==> src/pg_rail_pkg.sv <==
// package for the power-good mask and auxiliary rail control block
// assumes a 100 MHz system clock and factory settings held stable outside
package pg_rail_pkg;

  // ****************************************
  // register offsets on the serial bus
  // ****************************************
  localparam logic [7:0] CTL_INPUT_PG_MASK_OFS = 8'hac;
  localparam logic [7:0] TERMINATION_DISCHARGE_CTRL_OFS = 8'had;
  localparam logic [7:0] AUX_RAIL_CTRL_OFS = 8'hae;
  localparam logic [7:0] UNMAPPED_READ_VALUE = 8'h00;

  // ****************************************
  // field positions
  // ****************************************
  // in3 mask bit per output (out4..out1); the in6 mask bit sits one above
  localparam logic [11:0] PG_IN3_BIT_TABLE = {3'h2, 3'h6, 3'h4, 3'h0};
  localparam int PG_OUTPUTS = 4;
  localparam int TERM_DISCHARGE_BIT = 4;

  // auxiliary rail control register layout, msb first
  typedef struct packed {
    logic [1:0] aux_discharge_sel;
    logic aux_shutdown_cfg;
    logic [3:0] aux_voltage_code;
    logic aux_rail_enable;
  } aux_rail_ctrl_t;

  // factory-programmed settings, presented by the nonvolatile store
  typedef struct packed {
    logic [7:0] ctl_input_pg_mask;
    logic [7:0] termination_discharge_ctrl;
    aux_rail_ctrl_t aux_rail_ctrl;
    logic [1:0] shutdown_time_sel;
    logic aux_in_sequence;
    logic switches_merged;
    logic fixed_target_b2;
  } factory_cfg_t;

  // ****************************************
  // timing
  // ****************************************
  localparam int CLOCK_PERIOD_NS = 10;
  localparam int MS_IN_NS = 1000000;
  localparam int MS_CYCLES = MS_IN_NS / CLOCK_PERIOD_NS;
  // shutdown hold times in ms for codes 3..0
  localparam logic [27:0] SDWN_MS_TABLE = {7'h64, 7'h0a, 7'h05, 7'h01};

  // ****************************************
  // serial interface
  // ****************************************
  localparam logic [6:0] DEVICE_ADDRESS = 7'h2a; // arbitrary value
  localparam logic [3:0] BITS_PER_BYTE = 4'h8;

endpackage

==> src/power_good_mask_and_rail_ctrl.sv <==
// power-good mask and auxiliary rail control registers behind the serial port
// assumes factory settings are stable while reset is high and that
// control inputs, member good flags and the shutdown request are synchronous.
// all outputs are registered; the registers are only reached through the serial port,
// which is a separate module; this file holds the registers and what they drive.
//
// Overview of operation
// - mask bits 7/6 drop input six/three from output three's good tree
// - mask bits 5/4 drop input six/three from output two's good tree
// - mask bits 3/2 drop input six/three from output four's good tree
// - mask bits 1/0 drop input six/three from output one's good tree
// - termination discharge bit 4: 0 none, 1 a 100 ohm path
// - shutdown config 0: rail goes off in emergency for factory 1/5/10/100 ms
// - shutdown config 1: rail ignores emergency and follows enable only
// - target is switch b2 if aux sequenced and switches unmerged, else factory
// - aux bits 4:1 carry the regulator output voltage code
// - aux bit 0 enables the selected rail when set
// - a masked tree member is ignored completely
`timescale 1ns/100ps
module power_good_mask_and_rail_ctrl #(
  parameter int MS_TICK_CYCLES = pg_rail_pkg::MS_CYCLES
) (
  input wire logic i_clock,
  input wire logic i_sys_rst,
  input wire pg_rail_pkg::factory_cfg_t i_factory,
  input wire logic i_scl,
  input wire logic i_sda,
  input wire logic i_control_input_three,
  input wire logic i_control_input_six,
  input wire logic [3:0] i_pg_members,
  input wire logic i_emergency_shutdown,
  output logic o_sda_out,
  output logic o_sda_drive_n,
  output logic [3:0] o_pg_output,
  output logic o_termination_discharge_sel,
  output logic [1:0] o_aux_discharge_sel,
  output logic [3:0] o_aux_voltage_code,
  output logic o_aux_regulator_enable,
  output logic o_load_switch_b2_enable
);
  import pg_rail_pkg::*;

  // the divider counts 0 .. MS_TICK_CYCLES - 1, so this width holds every value
  localparam int TICK_W = $clog2(MS_TICK_CYCLES + 1);

  // host-visible registers, loaded from the factory image at reset
  logic [7:0] mask_ff;
  logic [7:0] term_ff;
  aux_rail_ctrl_t aux_ff;

  // serial port side
  logic wr_stb;
  logic [7:0] reg_addr;
  logic [7:0] wdata;
  logic [7:0] rdata;
  logic drive_n;

  // shutdown hold timer; seven bits reach the longest 100 ms entry
  logic [TICK_W-1:0] tick_cnt_ff;
  logic ms_tick_ff;
  logic [6:0] hold_ms_ff;

  // rail steering
  logic target_b2;
  logic rail_on;

  // ****************************************
  // serial register port
  // ****************************************
  // the port owns the register pointer; strobe, pointer and write data
  // come straight from its flip-flops, and reads see the pointed register
  serial_reg_port u_port (
    .i_clock(i_clock),
    .i_sys_rst(i_sys_rst),
    .i_scl(i_scl),
    .i_sda(i_sda),
    .i_rdata(rdata),
    .o_wr_stb(wr_stb),
    .o_reg_addr(reg_addr),
    .o_wdata(wdata),
    .o_sda_drive_n(drive_n)
  );

  // open-drain data line: only ever pulls low
  // the extra stage keeps the pin on a flip-flop; acks reach the wire one cycle later
  // o_sda_out stays low: the pin is only ever released or pulled down
  always_ff @(posedge i_clock) begin
    if (i_sys_rst) begin
      o_sda_out <= 1'b0;
      o_sda_drive_n <= 1'b1;
    end else begin
      o_sda_out <= 1'b0;
      o_sda_drive_n <= drive_n;
    end
  end

  // ****************************************
  // register file
  // ****************************************
  // reset loads the factory image, not a fixed constant
  // a write lands one cycle after the strobe; outputs follow one cycle after that
  // writes to unmapped offsets are acknowledged on the wire but change nothing
  always_ff @(posedge i_clock) begin
    if (i_sys_rst) begin
      mask_ff <= i_factory.ctl_input_pg_mask;
      term_ff <= i_factory.termination_discharge_ctrl;
      aux_ff <= i_factory.aux_rail_ctrl;
    end else if (wr_stb) begin
      unique case (reg_addr)
        CTL_INPUT_PG_MASK_OFS: mask_ff <= wdata;
        // reserved bits are stored as written; the host keeps them at factory values
        TERMINATION_DISCHARGE_CTRL_OFS: term_ff <= wdata;
        AUX_RAIL_CTRL_OFS: aux_ff <= wdata;
        default: ; // writes elsewhere are dropped
      endcase
    end
  end

  // read mux; unmapped offsets read as zero
  // the port samples it only on serial clock falls, so a combinational mux is safe
  always_comb begin
    unique case (reg_addr)
      CTL_INPUT_PG_MASK_OFS: rdata = mask_ff;
      TERMINATION_DISCHARGE_CTRL_OFS: rdata = term_ff;
      AUX_RAIL_CTRL_OFS: rdata = aux_ff;
      default: rdata = UNMAPPED_READ_VALUE;
    endcase
  end

  // ****************************************
  // power-good trees
  // ****************************************
  // a set mask bit forces that member to look good so it cannot hold the output low
  // i_pg_members carries the rest of each tree, already reduced to one flag
  for (genvar g = 0; g < PG_OUTPUTS; g++) begin : g_pg
    localparam logic [2:0] IN3_BIT = PG_IN3_BIT_TABLE[3*g +: 3];
    // the input six mask always sits one bit above the input three mask
    localparam logic [2:0] IN6_BIT = IN3_BIT + 3'h1;
    always_ff @(posedge i_clock) begin
      if (i_sys_rst) begin
        o_pg_output[g] <= 1'b0;
      end else begin
        o_pg_output[g] <= i_pg_members[g]
          & (mask_ff[IN6_BIT] | i_control_input_six)
          & (mask_ff[IN3_BIT] | i_control_input_three);
      end
    end
  end

  // ****************************************
  // discharge and voltage code outputs
  // ****************************************
  // registered copies, so the analog side never sees a half-updated field
  // reserved termination bits have no effect here beyond read-back
  always_ff @(posedge i_clock) begin
    if (i_sys_rst) begin
      o_termination_discharge_sel <= 1'b0;
      o_aux_discharge_sel <= 2'h0;
      o_aux_voltage_code <= 4'h0;
    end else begin
      o_termination_discharge_sel <= term_ff[TERM_DISCHARGE_BIT];
      o_aux_discharge_sel <= aux_ff.aux_discharge_sel;
      o_aux_voltage_code <= aux_ff.aux_voltage_code;
    end
  end

  // ****************************************
  // emergency shutdown hold timer
  // ****************************************
  // millisecond enable pulse; the divider runs free so hold times can be
  // short by up to one ms tick, traded for a single shared counter
  always_ff @(posedge i_clock) begin
    if (i_sys_rst) begin
      tick_cnt_ff <= '0;
      ms_tick_ff <= 1'b0;
    end else if (tick_cnt_ff == TICK_W'(MS_TICK_CYCLES - 1)) begin
      tick_cnt_ff <= '0;
      ms_tick_ff <= 1'b1;
    end else begin
      tick_cnt_ff <= tick_cnt_ff + TICK_W'(1);
      ms_tick_ff <= 1'b0;
    end
  end

  // reloads while the request stands, then counts down in ms
  // a held request keeps reloading, so the hold is timed from its release
  always_ff @(posedge i_clock) begin
    if (i_sys_rst) begin
      hold_ms_ff <= 7'h00;
    end else if (i_emergency_shutdown) begin
      hold_ms_ff <= SDWN_MS_TABLE[7*i_factory.shutdown_time_sel +: 7];
    end else if (ms_tick_ff && hold_ms_ff != 7'h00) begin
      hold_ms_ff <= hold_ms_ff - 7'h01;
    end
  end

  // ****************************************
  // rail enable steering
  // ****************************************
  // target picked by the factory image, read live so it matches the sequencer
  assign target_b2 = (i_factory.aux_in_sequence & ~i_factory.switches_merged)
    | i_factory.fixed_target_b2;

  // a cleared enable always wins; shutdown gates the rail unless told to ignore it
  assign rail_on = aux_ff.aux_rail_enable
    & (aux_ff.aux_shutdown_cfg
       | ~(i_emergency_shutdown | (hold_ms_ff != 7'h00)));

  // both enables come from one process so only the selected rail can ever be on
  always_ff @(posedge i_clock) begin
    if (i_sys_rst) begin
      o_aux_regulator_enable <= 1'b0;
      o_load_switch_b2_enable <= 1'b0;
    end else begin
      o_aux_regulator_enable <= rail_on & ~target_b2;
      o_load_switch_b2_enable <= rail_on & target_b2;
    end
  end

endmodule

==> src/serial_reg_port.sv <==
// two-wire serial register port: start/stop detection, address match,
// register pointer with auto-increment, byte writes and byte reads.
// assumes clock and data inputs are already synchronous to i_clock.
`timescale 1ns/100ps
module serial_reg_port (
  input wire logic i_clock,
  input wire logic i_sys_rst,
  input wire logic i_scl,
  input wire logic i_sda,
  input wire logic [7:0] i_rdata,
  output logic o_wr_stb,
  output logic [7:0] o_reg_addr,
  output logic [7:0] o_wdata,
  output logic o_sda_drive_n
);
  import pg_rail_pkg::*;

  typedef enum logic [3:0] {
    ST_IDLE, ST_ADDR, ST_ADDR_ACK, ST_PTR, ST_PTR_ACK,
    ST_WDATA, ST_WDATA_ACK, ST_RDATA, ST_RDATA_ACK
  } port_state_t;

  port_state_t state_ff;
  logic scl_ff;
  logic sda_ff;
  logic [7:0] shift_ff;
  logic [3:0] count_ff;
  logic read_ff;
  logic nack_ff;
  logic start_cond;
  logic stop_cond;
  logic scl_rise;
  logic scl_fall;

  // ****************************************
  // bus condition detection
  // ****************************************
  // data moving while clock high marks start or stop
  assign start_cond = i_scl & scl_ff & sda_ff & ~i_sda;
  assign stop_cond = i_scl & scl_ff & ~sda_ff & i_sda;
  assign scl_rise = i_scl & ~scl_ff;
  assign scl_fall = ~i_scl & scl_ff;

  always_ff @(posedge i_clock) begin
    if (i_sys_rst) begin
      scl_ff <= 1'b1;
      sda_ff <= 1'b1;
    end else begin
      scl_ff <= i_scl;
      sda_ff <= i_sda;
    end
  end

  // ****************************************
  // protocol sequencer
  // ****************************************
  // changes to the data line happen only after a falling clock edge
  always_ff @(posedge i_clock) begin
    o_wr_stb <= 1'b0;
    if (i_sys_rst) begin
      state_ff <= ST_IDLE;
      shift_ff <= 8'h00;
      count_ff <= 4'h0;
      read_ff <= 1'b0;
      nack_ff <= 1'b0;
      o_reg_addr <= 8'h00;
      o_wdata <= 8'h00;
      o_sda_drive_n <= 1'b1;
    end else if (start_cond) begin
      state_ff <= ST_ADDR;
      count_ff <= 4'h0;
      o_sda_drive_n <= 1'b1;
    end else if (stop_cond) begin
      state_ff <= ST_IDLE;
      o_sda_drive_n <= 1'b1;
    end else if (scl_rise) begin
      unique case (state_ff)
        ST_ADDR, ST_PTR, ST_WDATA: begin
          shift_ff <= {shift_ff[6:0], i_sda};
          count_ff <= count_ff + 4'h1;
        end
        ST_RDATA: count_ff <= count_ff + 4'h1;
        ST_RDATA_ACK: nack_ff <= i_sda;
        ST_IDLE, ST_ADDR_ACK, ST_PTR_ACK, ST_WDATA_ACK: ;
      endcase
    end else if (scl_fall) begin
      unique case (state_ff)
        ST_ADDR: if (count_ff == BITS_PER_BYTE) begin
          count_ff <= 4'h0;
          if (shift_ff[7:1] == DEVICE_ADDRESS) begin
            read_ff <= shift_ff[0];
            o_sda_drive_n <= 1'b0;
            state_ff <= ST_ADDR_ACK;
          end else begin
            state_ff <= ST_IDLE; // not for us: stay off the bus
          end
        end
        ST_PTR, ST_WDATA: if (count_ff == BITS_PER_BYTE) begin
          count_ff <= 4'h0;
          o_sda_drive_n <= 1'b0;
          if (state_ff == ST_PTR) begin
            o_reg_addr <= shift_ff;
            state_ff <= ST_PTR_ACK;
          end else begin
            o_wdata <= shift_ff;
            o_wr_stb <= 1'b1;
            state_ff <= ST_WDATA_ACK;
          end
        end
        ST_ADDR_ACK: begin
          if (read_ff) begin
            shift_ff <= i_rdata;
            o_sda_drive_n <= i_rdata[7];
            state_ff <= ST_RDATA;
          end else begin
            o_sda_drive_n <= 1'b1;
            state_ff <= ST_PTR;
          end
        end
        ST_PTR_ACK: begin
          o_sda_drive_n <= 1'b1;
          state_ff <= ST_WDATA;
        end
        ST_WDATA_ACK: begin
          o_sda_drive_n <= 1'b1;
          o_reg_addr <= o_reg_addr + 8'h01; // burst writes walk upward
          state_ff <= ST_WDATA;
        end
        ST_RDATA: begin
          if (count_ff == BITS_PER_BYTE) begin
            count_ff <= 4'h0;
            o_sda_drive_n <= 1'b1;
            o_reg_addr <= o_reg_addr + 8'h01;
            state_ff <= ST_RDATA_ACK;
          end else begin
            o_sda_drive_n <= shift_ff[6];
            shift_ff <= {shift_ff[6:0], 1'b0};
          end
        end
        ST_RDATA_ACK: begin
          if (nack_ff) begin
            state_ff <= ST_IDLE;
          end else begin
            shift_ff <= i_rdata;
            o_sda_drive_n <= i_rdata[7];
            state_ff <= ST_RDATA;
          end
        end
        ST_IDLE: ;
      endcase
    end
  end

endmodule

==> config.mk <==
export PLATFORM = sky130hd
export DESIGN_NAME = power_good_mask_and_rail_ctrl
export DESIGN_NICKNAME = d
export VERILOG_FILES = /design/src/pg_rail_pkg.sv /design/src/power_good_mask_and_rail_ctrl.sv /design/src/serial_reg_port.sv
export SDC_FILE = /design/constraint.sdc
export NUM_CORES = 1
export LEC_CHECK = 0
export BUFFER_PORTS_ARGS = -buffer_cell sky130_fd_sc_hd__buf_2
export CAP_MARGIN = 20
export CELL_PAD_IN_SITES_DETAIL_PLACEMENT = 0
export CELL_PAD_IN_SITES_GLOBAL_PLACEMENT = 1
export CORE_AREA = 2 2 124 126
export CTS_CLUSTER_SIZE = 16
export DETAILED_ROUTE_END_ITERATION = 10
export DIE_AREA = 0 0 126 128
export PLACE_DENSITY = 0.69
export SYNTH_ARGS = -nofsm -noshare
export SYNTH_HDL_FRONTEND = slang
export SYNTH_HIERARCHICAL = 1
export SYNTH_SLANG_ARGS = --single-unit
==> constraint.sdc <==
create_clock -name i_clock -period 2.4 [get_ports i_clock]
set_input_delay 0 -clock i_clock [delete_from_list [all_inputs] [get_ports i_clock]]
set_output_delay 0 -clock i_clock [all_outputs]
set_load 0.005 [all_outputs]
==> metrics.txt <==
# TYPE chip_impl_metric gauge
chip_impl_info{name="outcome",value="finished clean"} 1
chip_impl_metric{name="die_x",unit="um"} 126
chip_impl_metric{name="min_period",unit="ns"} 2.02
chip_impl_metric{name="nNetsFinal",unit=""} 703
chip_impl_metric{name="drt-wirelength-per-cell",unit="um"} 14.4
chip_impl_metric{name="ir_drop",unit="mV"} 0.336
chip_impl_metric{name="dpl_worst_slack",unit="ns"} 0.275
chip_impl_metric{name="synth_cells",unit=""} 574
chip_impl_metric{name="hold_slack",unit="ns"} 0.0321
chip_impl_metric{name="maxSlewViolCount",unit=""} 0
chip_impl_metric{name="synthesis.area",unit="um2"} 5080
chip_impl_metric{name="seq_area_frac_synth",unit="%"} 44.6
chip_impl_metric{name="ys_ff_latch",unit=""} 101
chip_impl_metric{name="wl_final",unit="um"} 12200
chip_impl_metric{name="fin_skew",unit="ns"} 0.0102
chip_impl_metric{name="die_footprint",unit="um2"} 16100
chip_impl_metric{name="tritoncts.num_buffers",unit=""} 9
chip_impl_metric{name="grt_util_all_layers",unit="%"} 15.5
chip_impl_metric{name="placement.io_buffers",unit=""} 53
chip_impl_metric{name="powerDensity",unit="nW/um2"} 597
chip_impl_metric{name="gr-total-overflow",unit=""} 0
chip_impl_metric{name="dpl-instance-area",unit="um2"} 5520
chip_impl_metric{name="mappedNetlistNets",unit=""} 623
chip_impl_metric{name="core-area",unit="um2"} 14900
chip_impl_metric{name="diodes",unit=""} 0
chip_impl_metric{name="synth.top_cell.area_share",unit="%"} 30.4
chip_impl_metric{name="final_layout_size_suffix_gt1_share",unit="%"} 14.4
chip_impl_metric{name="finalHoldViolations",unit=""} 0
chip_impl_metric{name="i_o_pin_total",unit=""} 55
chip_impl_metric{name="number_of_enable_flip_flop_cells_after_synthesis",unit=""} 24
chip_impl_metric{name="layoutNonFillerInstCount",unit=""} 847
chip_impl_metric{name="area.growth.synth_to_final",unit="%"} 21.8
chip_impl_metric{name="finalWeightedCongestion",unit=""} 0.825
chip_impl_metric{name="final_antenna_net_count",unit=""} 0
chip_impl_metric{name="clk_transition_reported_paths",unit="ns"} 0.08
chip_impl_metric{name="reg2reg_setup_slack",unit="ns"} 0.38
chip_impl_metric{name="report.final.setup_viol",unit=""} 0
chip_impl_info{name="synth_largest_area_cell",value="dfxtp_1"} 1
chip_impl_info{name="cts_root_buf",value="clkbuf_16"} 1
chip_impl_metric{name="clk_path_buf_depth",unit=""} 2
chip_impl_metric{name="clock-sinks",unit=""} 101
chip_impl_metric{name="route.vias.total",unit=""} 4307
chip_impl_info{name="critical_path_class",value="register to register"} 1
chip_impl_metric{name="ys_warn_count",unit=""} 6
chip_impl_metric{name="dp_cells",unit=""} 796
chip_impl_info{name="synth-main-ff-cell",value="dfxtp_1"} 1
chip_impl_info{name="setup.worst_path.start_class",value="register"} 1
chip_impl_metric{name="syn-mean-instance-area",unit="um2"} 8.84
chip_impl_metric{name="drtPass1Iterations",unit=""} 4
chip_impl_metric{name="worst_slew_pin_slew",unit="ns"} 0.613
chip_impl_metric{name="synth_async_sr_flop_share",unit="%"} 0
chip_impl_metric{name="grt_pass1_wl",unit="um"} 20200
chip_impl_metric{name="cts_htree_levels",unit=""} 3
chip_impl_metric{name="clkLatencyLatePin",unit="ns"} 0.35
chip_impl_metric{name="initial_antenna_violation_count",unit=""} 0
chip_impl_metric{name="grt_pass1_vias",unit=""} 4183
chip_impl_metric{name="start_util",unit="%"} 34.1
chip_impl_metric{name="drtIter0Drc",unit=""} 187
chip_impl_metric{name="remaining_drc_errors",unit=""} 0
chip_impl_metric{name="synth_cell_types",unit=""} 66
chip_impl_metric{name="leakage",unit="nW"} 2.54
chip_impl_info{name="yosys-top-cells-count",value="nor2_1, dfxtp_1, nand2_1"} 1
chip_impl_metric{name="routed_via_density",unit=""} 5.09
chip_impl_info{name="min-delay-path-class",value="input pin to register"} 1
chip_impl_metric{name="cp.arrival",unit="ns"} 2.30
chip_impl_metric{name="cp_max_fo",unit=""} 20
chip_impl_metric{name="fmax",unit="MHz"} 495
chip_impl_metric{name="final.setup.tns",unit="ns"} 0
chip_impl_metric{name="placementRows",unit=""} 45
chip_impl_metric{name="required",unit="ns"} 2.68
chip_impl_metric{name="max_slew_margin_vs_limit",unit="%"} 59.1
chip_impl_metric{name="max_cap_violations",unit=""} 0
chip_impl_metric{name="final.setup.worst_slack",unit="ns"} 0.380
chip_impl_info{name="yosysMostFrequentCell",value="nor2_1"} 1
chip_impl_metric{name="floorplan.die.height",unit="um"} 128
chip_impl_info{name="worst_setup_path_end_kind",value="register"} 1
chip_impl_metric{name="dp.final_hpwl",unit="um"} 8620
chip_impl_info{name="synth.top_cells.by_area",value="dfxtp_1, edfxtp_1, nor2_1"} 1
chip_impl_metric{name="final_cell_area",unit="um2"} 6180
chip_impl_info{name="rsz_0062_raised_after_global_routing",value="false"} 1
chip_impl_metric{name="maximum_number_of_pins_on_one_net_before_global_route_repair",unit=""} 41
chip_impl_info{name="cts_tree",value="done"} 1
chip_impl_metric{name="period_share",unit="%"} 84.2
-- power breakdown --
part	leakage, nW	internal [W]	switching, W
sequential	0.857	0.00180	0.0000357
clock	0.152	0.000853	0.000663
combinational	1.54	0.000156	0.000178
total	2.54	0.00281	0.000877
-- metrics by stage --
| step | utilization (%) | power, W |
|---|---|---|
| floorplan | - | 0.00206 |
| global placement | 37.1 | 0.00216 |
| detailed placement | 37.1 | 0.00217 |
| CTS | 41.6 | 0.00374 |
| global route | 41.6 | 0.00385 |
| finish | 41.6 | 0.00369 |
-- registers in the layout, summed over array words and instances, names as in the netlist, 2 cells and up --
register             count
o_pg_output              4
u_port/state_ff          4
tick_cnt_ff             17
o_aux_discharge_sel      2
mask_ff                  8
hold_ms_ff               7
u_port/count_ff          4
u_port/shift_ff          8
term_ff                  8
u_port/o_wdata           8
o_aux_voltage_code       4
u_port/o_reg_addr        8
aux_ff                   8
-- path summary, 6_finish.rpt --
check / cells after the start / from / endpoint
max reg2reg: 5 / u_port/state_ff[1] / u_port/shift_ff[2]
min: 3 / i_control_input_three / o_pg_output[2]
min reg2reg: 1 / u_port/o_sda_drive_n / o_sda_drive_n
max: 5 / u_port/state_ff[1] / u_port/shift_ff[2]
-- logic make-up (layout without fill, tap and decap cells) --
kind of cell	after synthesis	count (layout)	synth area share, %
AO/OA/AOI/OAI	106	106	14.0
buffers and inverters	48	133	4.14
other	1	1	0.0739
AND/OR/NAND/NOR	260	260	25.9
multiplexers	29	29	5.72
XOR/XNOR	20	20	3.45
adder cells (fa/ha/maj)	9	9	2.22
flip-flops	101	101	44.6
-- worst max-delay path, cell delays in order, from the launching register on --
cell and delay, ns:
dfxtp_1 0.71, nand4b_1 0.24, and2_1 0.38, mux2i_1 0.17, or3_1 0.32, a21oi_1 0.14
-- layout make-up --
| class | instances | area [um2] |
|---|---|---|
| Sequential cell | 101 | 2260 |
| Clock inverter | 5 | 67.6 |
| Clock buffer | 11 | 243 |
| Timing Repair Buffer | 99 | 698 |
| Tap cell | 188 | 235 |
| Fill cell | 1482 | 8680 |
| Multi-Input combinational cell | 425 | 2610 |
| Inverter | 18 | 67.6 |
-- layout by cell type, fill, tap and decap left out, types with 7 or more instances in the layout --
master / Yosys / routed
xor2_1: 8 / 8
dfxtp_1: 77 / 77
xnor2_1: 12 / 12
nand3_1: 11 / 11
or3_1: 10 / 10
edfxtp_1: 24 / 24
and3_1: 7 / 7
a21oi_1: 27 / 26
mux2i_1: 29 / 29
nor3_1: 9 / 9
nand4_1: 7 / 7
inv_1: 18 / 18
buf_2: 9 / 53
nand2_1: 70 / 70
a22oi_1: 8 / 8
nor2_1: 79 / 79
o21ai_0: 22 / 22
buf_4: 1 / 11
nand2b_1: 15 / 15
nor2b_1: 12 / 12
clkbuf_16: 0 / 9
ha_1: 9 / 9
dlygate4sd3_1: 0 / 35
-- layer usage --
metal	vias up	part of all wire (%)	GRT usage [%]
met5	-	0	0
met4	0	1.8	5.95
met3	21	2.9	2.75
met2	67	49	26.8
met1	2029	46	19.3
li1	2190	-	-
-- what timing repair did --
item,in CTS,in global routing
setup buffers,0,0
endpoints found under the hold margin,35,0
gates resized for setup,0,1
hold buffers,35,0
endpoints found under the setup margin,0,4
No activity file was read; power rests on OpenSTA's default activity.
